### src/inc/hti_regs.svh
// Constants of the humidity sensor command interface: address, commands, CRC, timing.
// Assumes a 100 MHz system clock; included by bare name from the modules.
`ifndef HTI_REGS_SVH
`define HTI_REGS_SVH

// ****************************************************************
// Bus address and command codes
// ****************************************************************
`define HTI_DEV_ADDR 7'h70
`define HTI_CMD_ST_TF 16'h7CA2
`define HTI_CMD_ST_HF 16'h5C24
`define HTI_CMD_NS_TF 16'h7866
`define HTI_CMD_NS_HF 16'h58E0
`define HTI_CMD_SRST 16'h805D
`define HTI_CMD_ID 16'hEFC8

// ****************************************************************
// Checksum and identifier layout
// ****************************************************************
`define HTI_CRC_POLY 8'h31
`define HTI_CRC_INIT 8'hFF
`define HTI_ID_CODE_POS 0
`define HTI_ID_VARY_POS 6
`define HTI_MEAS_BYTES 3'h6
`define HTI_ID_BYTES 3'h3

// ****************************************************************
// Timing, times in ns as printed, counts derived from the clock
// ****************************************************************
`define HTI_CLK_PERIOD_NS 10
`define HTI_SRST_TIME_NS 230000
`define HTI_MEAS_TIME_NS 14400000
`define HTI_SRST_CYCLES (`HTI_SRST_TIME_NS / `HTI_CLK_PERIOD_NS)
`define HTI_MEAS_CYCLES (`HTI_MEAS_TIME_NS / `HTI_CLK_PERIOD_NS)

`endif

### src/inc/hti_pkg.sv
// Types shared by the sensor command interface modules.
// Assumes nothing beyond a SystemVerilog compiler.
package hti_pkg;

	// ****************************************************************
	// Bus engine states, one-hot
	// ****************************************************************
	typedef enum logic [7:0] {
		ST_IDLE = 8'h01,
		ST_ADDR = 8'h02,
		ST_RX = 8'h04,
		ST_ACK = 8'h08,
		ST_TX = 8'h10,
		ST_MACK = 8'h20,
		ST_STRETCH = 8'h40,
		ST_RESET = 8'h80
	} hti_state_t;

	// Source of the next read payload
	typedef enum logic [2:0] {
		RD_NONE = 3'h1,
		RD_MEAS = 3'h2,
		RD_ID = 3'h4
	} hti_rdsrc_t;

	// ****************************************************************
	// Module state records
	// ****************************************************************
	typedef struct packed {
		logic scl_s1;
		logic scl_s2;
		logic scl_s3;
		logic sda_s1;
		logic sda_s2;
		logic sda_s3;
		hti_state_t st;
		hti_state_t ack_then;
		logic [3:0] cnt;
		logic [7:0] sh;
		logic cmd_lo;
		logic [7:0] cmd_hi;
		logic [2:0] tx_idx;
		logic [7:0] tx_sh;
		logic mack_ok;
		hti_rdsrc_t rd_src;
		logic [15:0] srst_cnt;
		logic meas_start;
		logic cmd_stretch;
		logic cmd_hfirst;
		logic calib_reload;
		logic sda_oe;
		logic scl_oe;
		logic drv_lvl;
		logic dev_idle;
	} hti_main_t;

	typedef struct packed {
		logic busy;
		logic [23:0] cnt;
		logic stretch;
		logic hfirst;
		logic [15:0] hum;
		logic [15:0] temp;
	} hti_meas_t;

endpackage

### src/hti_crc8.sv
// Checksum over one 16-bit word, most significant bit first.
// Purely combinational; the caller samples the result on its own clock.
`timescale 1ns/1ps
`include "hti_regs.svh"
module hti_crc8
	import hti_pkg::*;
(
	input wire logic [15:0] word,
	output logic [7:0] crc
);

	// ****************************************************************
	// Bitwise shift register, unrolled by the loop
	// ****************************************************************
	always_comb
	begin
		logic [7:0] c;
		c = `HTI_CRC_INIT;
		for (int i = 15; i >= 0; i--)
		begin
			if (c[7] ^ word[i])
				c = {c[6:0], 1'b0} ^ `HTI_CRC_POLY;
			else
				c = {c[6:0], 1'b0};
		end
		crc = c;
	end

endmodule

### src/hti_i2c_target.sv
// Two-wire target for the humidity sensor: command decode, results, checksum, soft reset.
// Assumes open-drain pads outside; scl_i and sda_i are asynchronous pin levels.
`timescale 1ns/1ps
`include "hti_regs.svh"
// Behaviour
// - Answer only address 0x70; other addresses are ignored.
// - Idle device accepts new commands.
// - Not measuring and not on the bus means idle.
// - Every transfer starts with START; repeated START replaces STOP.
// - Write header acknowledged by pulling data low after eighth clock fall.
// - Both command bytes acknowledged; valid measurement command starts conversion. The code acks the second byte only for a known command.
// - Four measurement codes select stretching and result order.
// - Result order follows the command that started the conversion.
// - During non-stretch conversion, no header is acknowledged.
// - During stretch conversion, read header acked, clock held until done.
// - Read sends word, CRC, word, CRC, high byte first.
// - Sending stops and data is released after a master NACK.
// - Soft reset command clears state machines and reloads calibration.
// - ID command makes next read return identifier plus CRC.
// - Identifier: part-varying bits 15:6, product code bits 5:0.
// - CRC-8 polynomial 0x31, init 0xFF, no reflection, no final XOR.
// - Each CRC covers the two data bytes just before it.
// - Results are 16-bit unsigned compensated words.
// - Idle within 230 us after soft reset acknowledge.
// - Conversion completes within 14.4 ms.
module hti_i2c_target
	import hti_pkg::*;
#(
	parameter int MEAS_CYCLES = `HTI_MEAS_CYCLES,
	parameter int SRST_CYCLES = `HTI_SRST_CYCLES,
	parameter logic [9:0] ID_VARY = 10'h000, // Arbitrary value
	parameter logic [5:0] ID_CODE = 6'h05 // Arbitrary value
)
(
	input wire logic sys_clk,
	input wire logic rst_n,
	input wire logic clk_en,
	input wire logic scl_i,
	output logic scl_o,
	output logic scl_oe,
	input wire logic sda_i,
	output logic sda_o,
	output logic sda_oe,
	input wire logic [15:0] raw_humidity_word,
	input wire logic [15:0] raw_temperature_word,
	output logic meas_busy,
	output logic dev_idle,
	output logic calib_reload
);

	hti_main_t q;
	hti_main_t d;
	logic scl_rise;
	logic scl_fall;
	logic start_c;
	logic stop_c;
	logic m_busy;
	logic m_stretch;
	logic m_hfirst;
	logic [15:0] m_hum;
	logic [15:0] m_temp;
	logic [15:0] cmd;
	logic [2:0] sel_idx;
	logic [2:0] part;
	logic [2:0] nbytes;
	logic [15:0] crc_word;
	logic [7:0] crc_val;
	logic [7:0] sel_byte;

	// ****************************************************************
	// Helpers
	// ****************************************************************
	hti_meas #(
		.MEAS_CYCLES(MEAS_CYCLES)
	) u_meas (
		.sys_clk(sys_clk),
		.rst_n(rst_n),
		.clk_en(clk_en),
		.start(q.meas_start),
		.start_stretch(q.cmd_stretch),
		.start_hfirst(q.cmd_hfirst),
		.abort(q.calib_reload),
		.raw_humidity_word(raw_humidity_word),
		.raw_temperature_word(raw_temperature_word),
		.busy(m_busy),
		.stretch(m_stretch),
		.hfirst(m_hfirst),
		.hum(m_hum),
		.temp(m_temp)
	);

	hti_crc8 u_crc (
		.word(crc_word),
		.crc(crc_val)
	);

	// Bus events from the synchronised levels; first flops are never read here
	assign scl_rise = q.scl_s2 & ~q.scl_s3;
	assign scl_fall = ~q.scl_s2 & q.scl_s3;
	assign start_c = q.scl_s2 & q.scl_s3 & ~q.sda_s2 & q.sda_s3;
	assign stop_c = q.scl_s2 & q.scl_s3 & q.sda_s2 & ~q.sda_s3;
	assign cmd = {q.cmd_hi, q.sh};

	// ****************************************************************
	// Payload selection: next byte index, its word and checksum
	// ****************************************************************
	always_comb
	begin
		sel_idx = (q.st == ST_MACK) ? q.tx_idx + 3'h1 : 3'h0;
		part = (sel_idx >= 3'h3) ? sel_idx - 3'h3 : sel_idx;
		nbytes = (q.rd_src == RD_ID) ? `HTI_ID_BYTES : `HTI_MEAS_BYTES;
		if (q.rd_src == RD_ID)
			crc_word = {ID_VARY, ID_CODE};
		else if ((sel_idx < 3'h3) == m_hfirst)
			crc_word = m_hum;
		else
			crc_word = m_temp;
		unique case (part)
			3'h0: sel_byte = crc_word[15:8];
			3'h1: sel_byte = crc_word[7:0];
			default: sel_byte = crc_val;
		endcase
	end

	// ****************************************************************
	// Bus engine
	// ****************************************************************
	always_comb
	begin
		d = q;
		d.meas_start = 1'b0;
		d.calib_reload = 1'b0;
		d.scl_s1 = scl_i;
		d.scl_s2 = q.scl_s1;
		d.scl_s3 = q.scl_s2;
		d.sda_s1 = sda_i;
		d.sda_s2 = q.sda_s1;
		d.sda_s3 = q.sda_s2;
		unique case (q.st)
			ST_IDLE:
			begin
				d.sda_oe = 1'b0;
			end
			ST_ADDR, ST_RX:
			begin
				if (scl_rise)
				begin
					d.sh = {q.sh[6:0], q.sda_s2};
					d.cnt = q.cnt + 4'h1;
				end
				else if (scl_fall && q.cnt == 4'h8)
				begin
					d.st = ST_IDLE;
					d.cnt = 4'h0;
					if (q.st == ST_ADDR)
					begin
						if (q.sh[7:1] != `HTI_DEV_ADDR)
							d.st = ST_IDLE;
						else if (q.sh[0] && m_busy && m_stretch)
							d.ack_then = ST_STRETCH;
						else if (q.sh[0] && !m_busy && q.rd_src != RD_NONE)
							d.ack_then = ST_TX;
						else if (!q.sh[0] && !m_busy)
							d.ack_then = ST_RX;
						else
							d.ack_then = ST_IDLE;
						d.cmd_lo = 1'b0;
						if (q.sh[7:1] == `HTI_DEV_ADDR && d.ack_then != ST_IDLE)
							d.st = ST_ACK;
					end
					else if (!q.cmd_lo)
					begin
						d.cmd_hi = q.sh;
						d.cmd_lo = 1'b1;
						d.ack_then = ST_RX;
						d.st = ST_ACK;
					end
					else
					begin
						d.st = ST_ACK;
						d.ack_then = ST_IDLE;
						unique case (cmd)
							`HTI_CMD_ST_TF, `HTI_CMD_ST_HF, `HTI_CMD_NS_TF, `HTI_CMD_NS_HF:
							begin
								d.meas_start = 1'b1;
								// Code bit 10 marks stretching and bit 13 temperature first; the codes are still matched whole
								d.cmd_stretch = (cmd == `HTI_CMD_ST_TF) || (cmd == `HTI_CMD_ST_HF);
								d.cmd_hfirst = (cmd == `HTI_CMD_ST_HF) || (cmd == `HTI_CMD_NS_HF);
								d.rd_src = RD_MEAS;
							end
							`HTI_CMD_ID: d.rd_src = RD_ID;
							`HTI_CMD_SRST: d.ack_then = ST_RESET;
							default: d.st = ST_IDLE;
						endcase
					end
					d.sda_oe = (d.st == ST_ACK);
				end
			end
			ST_ACK:
			begin
				if (scl_fall)
				begin
					d.st = q.ack_then;
					d.sda_oe = 1'b0;
					d.cnt = 4'h0;
					if (q.ack_then == ST_TX)
					begin
						d.tx_idx = 3'h0;
						d.tx_sh = sel_byte;
						d.sda_oe = ~sel_byte[7];
					end
					else if (q.ack_then == ST_STRETCH)
						d.scl_oe = 1'b1;
					else if (q.ack_then == ST_RESET)
					begin
						d.srst_cnt = 16'h0000;
						d.calib_reload = 1'b1;
						d.rd_src = RD_NONE;
					end
				end
			end
			ST_STRETCH:
			begin
				// Clock stays low until the conversion ends, then the first bit goes out
				if (!m_busy)
				begin
					d.scl_oe = 1'b0;
					d.st = ST_TX;
					d.tx_idx = 3'h0;
					d.tx_sh = sel_byte;
					d.sda_oe = ~sel_byte[7];
				end
			end
			ST_TX:
			begin
				if (scl_fall)
				begin
					if (q.cnt == 4'h7)
					begin
						d.sda_oe = 1'b0;
						d.st = ST_MACK;
					end
					else
					begin
						d.cnt = q.cnt + 4'h1;
						d.tx_sh = {q.tx_sh[6:0], 1'b0};
						d.sda_oe = ~q.tx_sh[6];
					end
				end
			end
			ST_MACK:
			begin
				if (scl_rise)
				begin
					d.mack_ok = ~q.sda_s2;
					if (q.sda_s2)
						d.st = ST_IDLE;
				end
				else if (scl_fall)
				begin
					d.cnt = 4'h0;
					if (q.mack_ok && sel_idx < nbytes)
					begin
						d.st = ST_TX;
						d.tx_idx = sel_idx;
						d.tx_sh = sel_byte;
						d.sda_oe = ~sel_byte[7];
					end
					else
						d.st = ST_IDLE;
				end
			end
			ST_RESET:
			begin
				// Bus is deaf until the reset time has run out
				if (q.srst_cnt == 16'(SRST_CYCLES - 1))
					d.st = ST_IDLE;
				else
					d.srst_cnt = q.srst_cnt + 16'h0001;
			end
		endcase
		// START or STOP abort any transfer, except while recovering from reset or stretching the clock
		if (q.st != ST_RESET && q.st != ST_STRETCH && (start_c || stop_c))
		begin
			d.st = start_c ? ST_ADDR : ST_IDLE;
			d.cnt = 4'h0;
			d.sda_oe = 1'b0;
		end
		d.dev_idle = (d.st == ST_IDLE) && !m_busy;
	end

	// Frozen while the clock enable is low
	always_ff @(posedge sys_clk or negedge rst_n)
	begin
		if (!rst_n)
		begin
			q <= '0;
			q.scl_s1 <= 1'b1;
			q.scl_s2 <= 1'b1;
			q.scl_s3 <= 1'b1;
			q.sda_s1 <= 1'b1;
			q.sda_s2 <= 1'b1;
			q.sda_s3 <= 1'b1;
			q.st <= ST_IDLE;
			q.ack_then <= ST_IDLE;
			q.rd_src <= RD_NONE;
		end
		else if (clk_en)
			q <= d;
	end

	assign scl_o = q.drv_lvl;
	assign sda_o = q.drv_lvl;
	assign scl_oe = q.scl_oe;
	assign sda_oe = q.sda_oe;
	assign meas_busy = m_busy;
	assign dev_idle = q.dev_idle;
	assign calib_reload = q.calib_reload;
endmodule

### src/hti_meas.sv
// Measurement sequencer: times one combined conversion and latches both results.
// Assumes raw words come from logic on sys_clk and are valid at the end of the run.
`timescale 1ns/1ps
`include "hti_regs.svh"
module hti_meas
	import hti_pkg::*;
#(
	parameter int MEAS_CYCLES = `HTI_MEAS_CYCLES
)
(
	input wire logic sys_clk,
	input wire logic rst_n,
	input wire logic clk_en,
	input wire logic start,
	input wire logic start_stretch,
	input wire logic start_hfirst,
	input wire logic abort,
	input wire logic [15:0] raw_humidity_word,
	input wire logic [15:0] raw_temperature_word,
	output logic busy,
	output logic stretch,
	output logic hfirst,
	output logic [15:0] hum,
	output logic [15:0] temp
);

	hti_meas_t q;
	hti_meas_t d;

	// ****************************************************************
	// Conversion timer
	// ****************************************************************
	always_comb
	begin
		d = q;
		if (abort)
			d.busy = 1'b0;
		else if (start && !q.busy)
		begin
			d.busy = 1'b1;
			d.cnt = '0;
			d.stretch = start_stretch;
			d.hfirst = start_hfirst;
		end
		else if (q.busy)
		begin
			if (q.cnt == 24'(MEAS_CYCLES - 1))
			begin
				d.busy = 1'b0;
				d.hum = raw_humidity_word;
				d.temp = raw_temperature_word;
			end
			else
				d.cnt = q.cnt + 24'h0001;
		end
	end

	// Frozen while the clock enable is low
	always_ff @(posedge sys_clk or negedge rst_n)
	begin
		if (!rst_n)
			q <= '0;
		else if (clk_en)
			q <= d;
	end

	assign busy = q.busy;
	assign stretch = q.stretch;
	assign hfirst = q.hfirst;
	assign hum = q.hum;
	assign temp = q.temp;
endmodule
### config.mk
export PLATFORM = sky130hd
export DESIGN_NAME = hti_i2c_target
export DESIGN_NICKNAME = d
export VERILOG_FILES = /design/src/inc/hti_pkg.sv /design/src/hti_crc8.sv /design/src/hti_i2c_target.sv /design/src/hti_meas.sv
export VERILOG_INCLUDE_DIRS = /design/src /design/src/inc
export SDC_FILE = /design/constraint.sdc
export NUM_CORES = 1
export LEC_CHECK = 0
export ABC_AREA = 1
export ABC_CLOCK_PERIOD_IN_PS = 8910
export BUFFER_PORTS_ARGS = -buffer_cell sky130_fd_sc_hd__clkbuf_2
export CORE_ASPECT_RATIO = 2
export CORE_UTILIZATION = 59
export CTS_CLUSTER_SIZE = 16
export DETAILED_ROUTE_END_ITERATION = 8
export PLACE_DENSITY = 0.77
export SYNTH_ARGS = -nofsm -noshare
export SYNTH_HDL_FRONTEND = slang
export SYNTH_SLANG_ARGS = --single-unit
export TNS_END_PERCENT = 100
### constraint.sdc
create_clock -name sys_clk -period 8.91 [get_ports sys_clk]
set_input_delay 1.782 -clock sys_clk [delete_from_list [all_inputs] [get_ports sys_clk]]
set_output_delay 1.782 -clock sys_clk [all_outputs]
set_load 0.05 [all_outputs]
==> results of run 1 <==
-- synthesized netlist by cell type, drive strengths merged (14+ instances only) --
cell / number
o21ai: 86
nand4: 26
clkbuf: 15
nor2: 125
nand2: 277
a21oi: 41
nand3: 99
inv: 155
nor3: 37
nor4: 14
mux2: 33
dfrtp: 130
-- kinds of logic (layout without fill, tap and decap cells) --
group	after synthesis	count (layout)	share of synthesized area
multiplexers	33	33	0.0430
AND/OR/NAND/NOR	583	583	0.316
adder cells (fa/ha/maj)	8	8	0.0116
buffers and inverters	180	235	0.0814
other	1	2	0.000434
flip-flops	139	139	0.404
AO/OA/AOI/OAI	176	176	0.121
XOR/XNOR	15	15	0.0232
-- worst paths after layout --
kind                            startpoint           end  slack (ns)  cells past startpoint
worst max-delay path                clk_en  u_meas.q[56]        4.05                     22
worst min-delay path                 d[77]         d[77]        0.47                      2
worst max register to register       q[24]         q[37]        5.01                     12
worst min register to register       d[77]         d[77]        0.47                      2
max in group asynchronous            rst_n         q[28]        6.30                      2
min in group asynchronous            rst_n         q[19]        1.43                      1
-- through the flow --
step | utilization | instances | worst slack, ns | power (mW)
floorplan | - | 1136 | 4.96 | 1.31
global placement | 0.629 | 1351 | 3.75 | 1.49
detailed placement | 0.629 | 1351 | 3.63 | 1.50
CTS | 0.670 | 1383 | 4.07 | 2.21
global route | 0.670 | 1383 | 3.55 | 2.34
finish | 0.670 | 1383 | 4.05 | 2.21
-- where the power goes --
| group | total [mW] | internal (mW) | leakage, nW | switching [mW] |
|---|---|---|---|---|
| sequential | 0.793 | 0.715 | 1.84 | 0.0779 |
| combinational | 0.708 | 0.224 | 2.65 | 0.484 |
| clock | 0.706 | 0.429 | 0.279 | 0.277 |
| total | 2.21 | 1.37 | 4.76 | 0.839 |
-- worst register-to-register path: stages (launching register included) --
cell,delay [ns]
dfstp_2,0.54
nor2_1,0.05
nand2_1,0.73
inv_1,0.12
ha_1,0.31
o211ai_1,0.09
nand3b_1,0.14
nand2_1,0.14
o211ai_1,0.10
nor3_1,0.37
inv_1,0.30
nor2_1,0.50
mux2_2,0.40
-- routing by layer --
metal	vias up	global-route usage	routed length [microns]
met5	-	0	0
met4	0	0.246	1640
met3	114	0.0635	677
met2	234	0.581	12300
met1	3692	0.300	7930
li1	3848	-	-
-- layout make-up --
class | instances | area (sq um)
tap | 192 | 240
timing repair buffer | 47 | 256
clock buffer | 20 | 457
sequential | 139 | 3490
fill | 1251 | 4730
clock inverter | 12 | 139
inverter | 156 | 586
multi-input combinational | 817 | 4450
-- flip-flops by register name, indices dropped and copies added, names as in the netlist, 4 cells and up --
name / cells
d: 4
u_meas.hum: 16
cmd: 16
u_meas.temp: 16
u_meas.q: 24
q: 56
==> out/qor.csv, run 1 <==
metric,value,unit
status,completed,
grt_max_degree,90,
layout_commonest_cell,nand2_1,
fp-row-count,62,
arrival,5.18,ns
clk_pin_slew,0.06,ns
cp-start-kind,input pin,
start_util,0.602,
core,14400,sq um
ys_warn_count,0,
period_share,0.545,
drc,0,
skew,0.0116,ns
critical_path_buf_inv_count,3,
clk-insertion-delay-late,0.43,ns
critical_path_class,in2reg,
yosysTopAreaCellShare,0.377,
required,9.23,ns
synth-async-reset-ratio,1.00,
grt_usage,0.320,
diodes,0,
antenna_found_initial,0,
peakVddDrop,0.135,mV
cts_setup_buffers,0,
viasPerCell,5.70,
max-cap-violations,0,
grt_overflow,0,
ys_seq_area_frac,0.404,
port_buffers,41,
fmax,206,MHz
fin_area,9620,sq um
final_nets,1223,
holdWs,0.469,ns
maxSlewHeadroom,0.321,
min_path_type,reg2reg,
wl_per_cell,16.3,microns
cpMostUsedCell,nor2_1,
place.detailed.hpwl,17100,microns
syn_area,8640,sq um
synthFlopType,dfrtp_1,
rsz0062_at_grt,no,
cts_sinks,139,
routed_wl,22600,microns
crit_path_end_kind,flop,
cts_buffers,17,
setup_tns,0,ns
ys_types,62,
areaGrowthSynthToFinish,11.4,%
tightest_slew,1.02,ns
fin_crit,4.86,ns
finalSetupViolations,0,
hold_viol,0,
power_leakage,4.76,nW
finalWeightedCongestion,1.01,
cts-hold-fix-buffers,0,
die_width,87.6,microns
ant_nets,0,
final_layout_size_suffix_gt1_frac,0.153,
drt-initial-drc-count,383,
vias,7888,
grt_pass1_wl,37100,microns
synth_area_leaders,"dfrtp_1 (38%), nand2_1 (11%), inv_1 (6.3%)",
finalMaxSlewViolations,0,
ys_ff_latch,139,
synth_top_area_cell,dfrtp_1,
synthCells,1135,
htree_levels,4,
cts_root_buffer,clkbuf_16,
ios,44,
cp_slowest_stage_delay,0.42,ns
worstPathMaxFanout,23,
synth_edf_count,0,
critPathTopFamily,simple AND/OR/NAND/NOR gates,
slowest_stage,inv_1,
p_per_area,229,nW/um^2
crit_chain,clkbuf_2 -> inv_1 -> nor2_1 -> nand2_1 -> inv_1 -> o21ai_0 -> nor2_1 -> nand2_1 -> nor2_1 -> nand2_1 -> nor2_1 -> nand3_1 -> nor2_1 -> nand2_1 -> nor2_1 -> nand3_1 -> nor2_1 -> nand3_1 -> nor2_1 -> nand2_1 -> nand2_1 -> nor2_1,
synth.avg_cell_area,7.61,sq um
clockBufferDepth,2,
grt_pass1_vias,7969,
dr.pass1.iters,5,
die_h,173,microns
final_cell_mix,"nand2_1 (257), inv_1 (145), dfrtp_1 (130)",
dieArea,15200,sq um
cts_tree,done,
postPlaceCellArea,9030,sq um
ctsResizeCount,0,
No activity file was read; power rests on OpenSTA's default activity.
==> run 2, diff against run 1 <==
--- a/config.mk
+++ b/config.mk
@@ -7,10 +7,10 @@
 export NUM_CORES = 1
 export LEC_CHECK = 0
 export ABC_AREA = 1
-export ABC_CLOCK_PERIOD_IN_PS = 8910
+export ABC_CLOCK_PERIOD_IN_PS = 4000
 export BUFFER_PORTS_ARGS = -buffer_cell sky130_fd_sc_hd__clkbuf_2
 export CORE_ASPECT_RATIO = 2
-export CORE_UTILIZATION = 59
+export CORE_UTILIZATION = 56
 export CTS_CLUSTER_SIZE = 16
 export DETAILED_ROUTE_END_ITERATION = 8
 export PLACE_DENSITY = 0.77
==> constraint.sdc (replaced) <==
create_clock -name sys_clk -period 4 [get_ports sys_clk]
set_input_delay 0.8 -clock sys_clk [delete_from_list [all_inputs] [get_ports sys_clk]]
set_output_delay 0.8 -clock sys_clk [all_outputs]
set_load 0.05 [all_outputs]
==> out/qor.csv, run 2 (synthesis results as in run 1) <==
metric,value,unit
status,completed,
post-place-cells,1369,
cts-hold-fix-buffers,0,
final_cell_mix,"nand2_1 (257), inv_1 (145), dfrtp_1 (130)",
ctsResizeCount,0,
hold_viol,0,
areaGrowthSynthToFinish,13.8,%
cp-start-kind,flop,
ios,44,
skew,0.00722,ns
port_buffers,41,
antenna_found_initial,0,
cts_sinks,139,
htree_levels,4,
min_path_type,in2async,
viasPerCell,5.70,
die_width,89.8,microns
tightest_slew,0.727,ns
cts_tree,done,
grt_max_degree,81,
grt_pass1_wl,38700,microns
finalWorstSetupSlack,0.420,ns
clk-insertion-delay-late,0.43,ns
cts_buffers,17,
final_nets,1238,
crit_path_end_kind,flop,
grt_usage,0.313,
grt_overflow,0,
p_per_area,529,nW/um^2
critical_path_class,reg2reg,
postPlaceCellArea,9160,sq um
dr.pass1.iters,6,
post-place-ws,0.446,ns
required,4.29,ns
finalWeightedCongestion,1.01,
fin_crit,3.58,ns
clockBufferDepth,2,
dieArea,16000,sq um
final_util,0.656,
max-cap-violations,0,
die_h,178,microns
fmax,279,MHz
clk_pin_slew,0.06,ns
finalSetupViolations,0,
arrival,3.87,ns
maxSlewHeadroom,0.515,
largest_reg_flops,56,
layout_commonest_cell,nand2_1,
final_layout_size_suffix_gt1_frac,0.163,
holdWs,0.416,ns
period_share,0.895,
start_util,0.577,
place.detailed.hpwl,17600,microns
cts_root_buffer,clkbuf_16,
peakVddDrop,0.356,mV
drt-initial-drc-count,468,
power,5.20,mW
finalMaxSlewViolations,0,
fin_area,9830,sq um
wl_per_cell,16.8,microns
ant_nets,0,
reg_top3,"q: 56 flops, u_meas.q: 24 flops",
routed_wl,23500,microns
rsz0062_at_grt,no,
setup_tns,0,ns
vias,7984,
final_cells,1401,
worstPathMaxFanout,17,
regMostFlops,q,
cts_setup_buffers,0,
drc,0,
fp-row-count,63,
power_leakage,4.89,nW
diodes,0,
core,15000,sq um
grt_pass1_vias,8080,
## run 2: where the power goes
group	internal [mW]	leakage [nW]	switching (mW)
logic	0.531	2.72	1.11
registers	1.59	1.84	0.167
clock network	1.20	0.327	0.596
## run 2: critical path, stage by stage, from the launching register on
cell and delay, ns:
dfrtp_1 0.42, nor2_1 0.26, nand2_2 0.14, nor2_8 0.20, nand3_4 0.14, nand3_2 0.14
nand2_4 0.15, nand2_1 0.11, nand2_1 0.06, nor2_1 0.32, nand2_1 0.11, nand2_1 0.13
nand3_1 0.10, nand2_1 0.17, nand2_2 0.10, nand3_1 0.11, nand2_1 0.08, nand2_2 0.10
nand2_2 0.09, nand2_1 0.09, nand3_1 0.09, nand2_1 0.10, nand2_1 0.06, nand3_1 0.07
o21ai_0 0.08
## run 2: routing by layer
layer | track usage | up-vias | wire length (microns)
li1 | - | 3884 | -
met1 | 0.296 | 3736 | 8020
met2 | 0.588 | 249 | 12800
met3 | 0.0583 | 115 | 888
met4 | 0.242 | 0 | 1800
met5 | 0 | - | 0
## run 2: final timing paths
| kind | cells past startpoint | slack (ns) | endpoint | from |
|---|---|---|---|---|
| max | 24 | 0.42 | q[28] | q[75] |
| min | 1 | 0.42 | u_meas.q[48] | rst_n |
| max in group asynchronous | 2 | 2.76 | q[68] | rst_n |
| min in group sys_clk | 2 | 0.46 | d[77] | d[77] |
| max reg2reg | 24 | 0.42 | q[28] | q[75] |
| min reg2reg | 2 | 0.46 | d[77] | d[77] |
## run 2: final cells by class
| class | count | area [sq um] |
|---|---|---|
| Timing Repair Buffer | 62 | 382 |
| Inverter | 156 | 586 |
| Fill cell | 1352 | 5150 |
| Clock buffer | 21 | 460 |
| Clock inverter | 11 | 215 |
| Multi-Input combinational cell | 817 | 4450 |
| Tap cell | 195 | 244 |
| Sequential cell | 139 | 3490 |
==> run 3, diff against run 2 <==
--- a/config.mk
+++ b/config.mk
@@ -7,12 +7,14 @@
 export NUM_CORES = 1
 export LEC_CHECK = 0
 export ABC_AREA = 1
-export ABC_CLOCK_PERIOD_IN_PS = 4000
+export ABC_CLOCK_PERIOD_IN_PS = 3400
 export BUFFER_PORTS_ARGS = -buffer_cell sky130_fd_sc_hd__clkbuf_2
 export CORE_ASPECT_RATIO = 2
-export CORE_UTILIZATION = 56
+export CORE_UTILIZATION = 59
+export CTS_BUF_LIST = sky130_fd_sc_hd__clkbuf_16
 export CTS_CLUSTER_SIZE = 16
 export DETAILED_ROUTE_END_ITERATION = 8
+export MAX_ROUTING_LAYER = met4
 export PLACE_DENSITY = 0.77
 export SYNTH_ARGS = -nofsm -noshare
 export SYNTH_HDL_FRONTEND = slang
==> constraint.sdc (replaced) <==
create_clock -name sys_clk -period 3.4 [get_ports sys_clk]
set_input_delay 0.68 -clock sys_clk [delete_from_list [all_inputs] [get_ports sys_clk]]
set_output_delay 0.68 -clock sys_clk [all_outputs]
set_load 0.05 [all_outputs]
==> out/qor.csv, run 3 (synthesis results as in run 1) <==
metric,value,unit
fin_area,10100,sq um
worstPathMaxFanout,12,
htree_levels,4,
finalWeightedCongestion,1.03,
routed_wl,23300,microns
die_h,173,microns
regMostFlops,q,
crit_path_end_kind,flop,
hold_viol,0,
rsz0062_at_grt,yes,
start_util,0.602,
final_util,0.703,
required,3.72,ns
maxSlewHeadroom,0.496,
largest_reg_flops,56,
cts_root_buffer,clkbuf_16,
period_share,0.954,
antenna_found_initial,0,
grt_pass1_vias,8212,
vias,8134,
dr.pass1.iters,5,
final_nets,1266,
grt_usage,0.336,
cp_slowest_stage_delay,0.44,ns
status,completed,
reg2reg_slack,0.15,ns
r2r_cells,24,
clk_pin_slew,0.07,ns
skew,0.00849,ns
final_layout_size_suffix_gt1_frac,0.207,
crit_chain,ha_1 -> xor2_2 -> nand2_4 -> nand2_4 -> nand2_4 -> nand2_8 -> nand2_1 -> inv_2 -> nor2_2 -> nand2_1 -> nand2_1 -> nand3_1 -> nand2_2 -> nand2_2 -> nand3_1 -> nand2_1 -> nand2_2 -> nand3_1 -> nand3_1 -> nand2_1 -> nand2_1 -> nand2_1 -> nand3_1 -> nand3_1,
place.detailed.hpwl,17900,microns
port_buffers,41,
diodes,0,
drc,0,
cts-hold-fix-buffers,0,
clk-insertion-delay-late,0.43,ns
max-cap-violations,0,
critical_path_class,reg2reg,
grt_pass1_wl,37800,microns
die_width,87.6,microns
reg_top3,"q: 56 flops, u_meas.q: 24 flops",
grt_max_degree,64,
dieArea,15200,sq um
cts_buffers,17,
postPlaceCellArea,9290,sq um
p_per_area,586,nW/um^2
ant_nets,0,
fin_crit,3.25,ns
fmax,308,MHz
wl_per_cell,16.4,microns
tightest_slew,0.749,ns
power_leakage,4.99,nW
core,14400,sq um
cts_tree,done,
fp-row-count,62,
finalSetupViolations,0,
slowest_stage,dfrtp_2,
grt_overflow,0,
cp-start-kind,flop,
drt-initial-drc-count,441,
areaGrowthSynthToFinish,16.8,%
peakVddDrop,0.375,mV
clockBufferDepth,2,
setup_tns,0,ns
final_cell_mix,"nand2_1 (251), inv_1 (145), dfrtp_1 (125)",
cpMostUsedCell,nand2_1,
arrival,3.56,ns
cts_sinks,139,
layout_commonest_cell,nand2_1,
viasPerCell,5.70,
min_path_type,in2async,
ios,44,
finalMaxSlewViolations,0,
[run 3: cell count changes in the layout (fill, tap and decap cells not counted), sizes merged]
cell,change
buf,+28
inv,+11
bufinv,-6
clkbuf,-4
clkinv,-2
clkinvlp,+1
[run 3: routing by layer]
| layer | vias to the layer above | part of all wire | GRT usage |
|---|---|---|---|
| met5 | - | 0 | - |
| met4 | 0 | 0.079 | 0.251 |
| met3 | 136 | 0.038 | 0.0587 |
| met2 | 240 | 0.54 | 0.597 |
| met1 | 3828 | 0.34 | 0.306 |
| li1 | 3930 | - | - |
[run 3: stage by stage]
stage	total power [mW]	worst slack, ns	std cells	hold slack [ns]
floorplan	3.43	0.390	1136	0.384
global placement	4.00	0.116	1385	0.453
detailed placement	4.03	0.0744	1385	0.455
CTS	5.84	0.0424	1417	0.156
global route	6.25	-0.0497	1426	0.176
finish	5.91	0.155	1426	0.147
[run 3: final cells by class]
class	instances	area, sq um
clock buffer	17	425
sequential	139	3500
fill	1206	4270
tap	192	240
clock inverter	15	146
timing repair buffer	90	604
multi-input combinational	817	4590
inverter	156	586
[run 3: worst max-delay path: cells and delay by family (launching register included)]
kind	cells	cell delay, ns
flops	1	0.44
fa+ha+maj	1	0.25
simple gates	21	2.18
xor+xnor	1	0.19
buf+inv	1	0.05
[run 3: repair_timing]
action                                  CTS  global route
endpoints found under the setup margin    0            14
gates resized for setup                   0            39
setup buffers                             0             9
[run 3: path summary, 6_finish.rpt]
path,end,from
max,q[33],q[36]
min in group sys_clk,d[77],sda_i
max in group asynchronous,q[60],rst_n
min reg2reg,d[77],d[77]
max reg2reg,q[33],q[36]
min,q[17],rst_n
[run 3: power breakdown]
group	switching [mW]	internal, mW
clock network	0.827	0.974
registers	0.190	1.88
logic	1.33	0.705
total	2.35	3.56
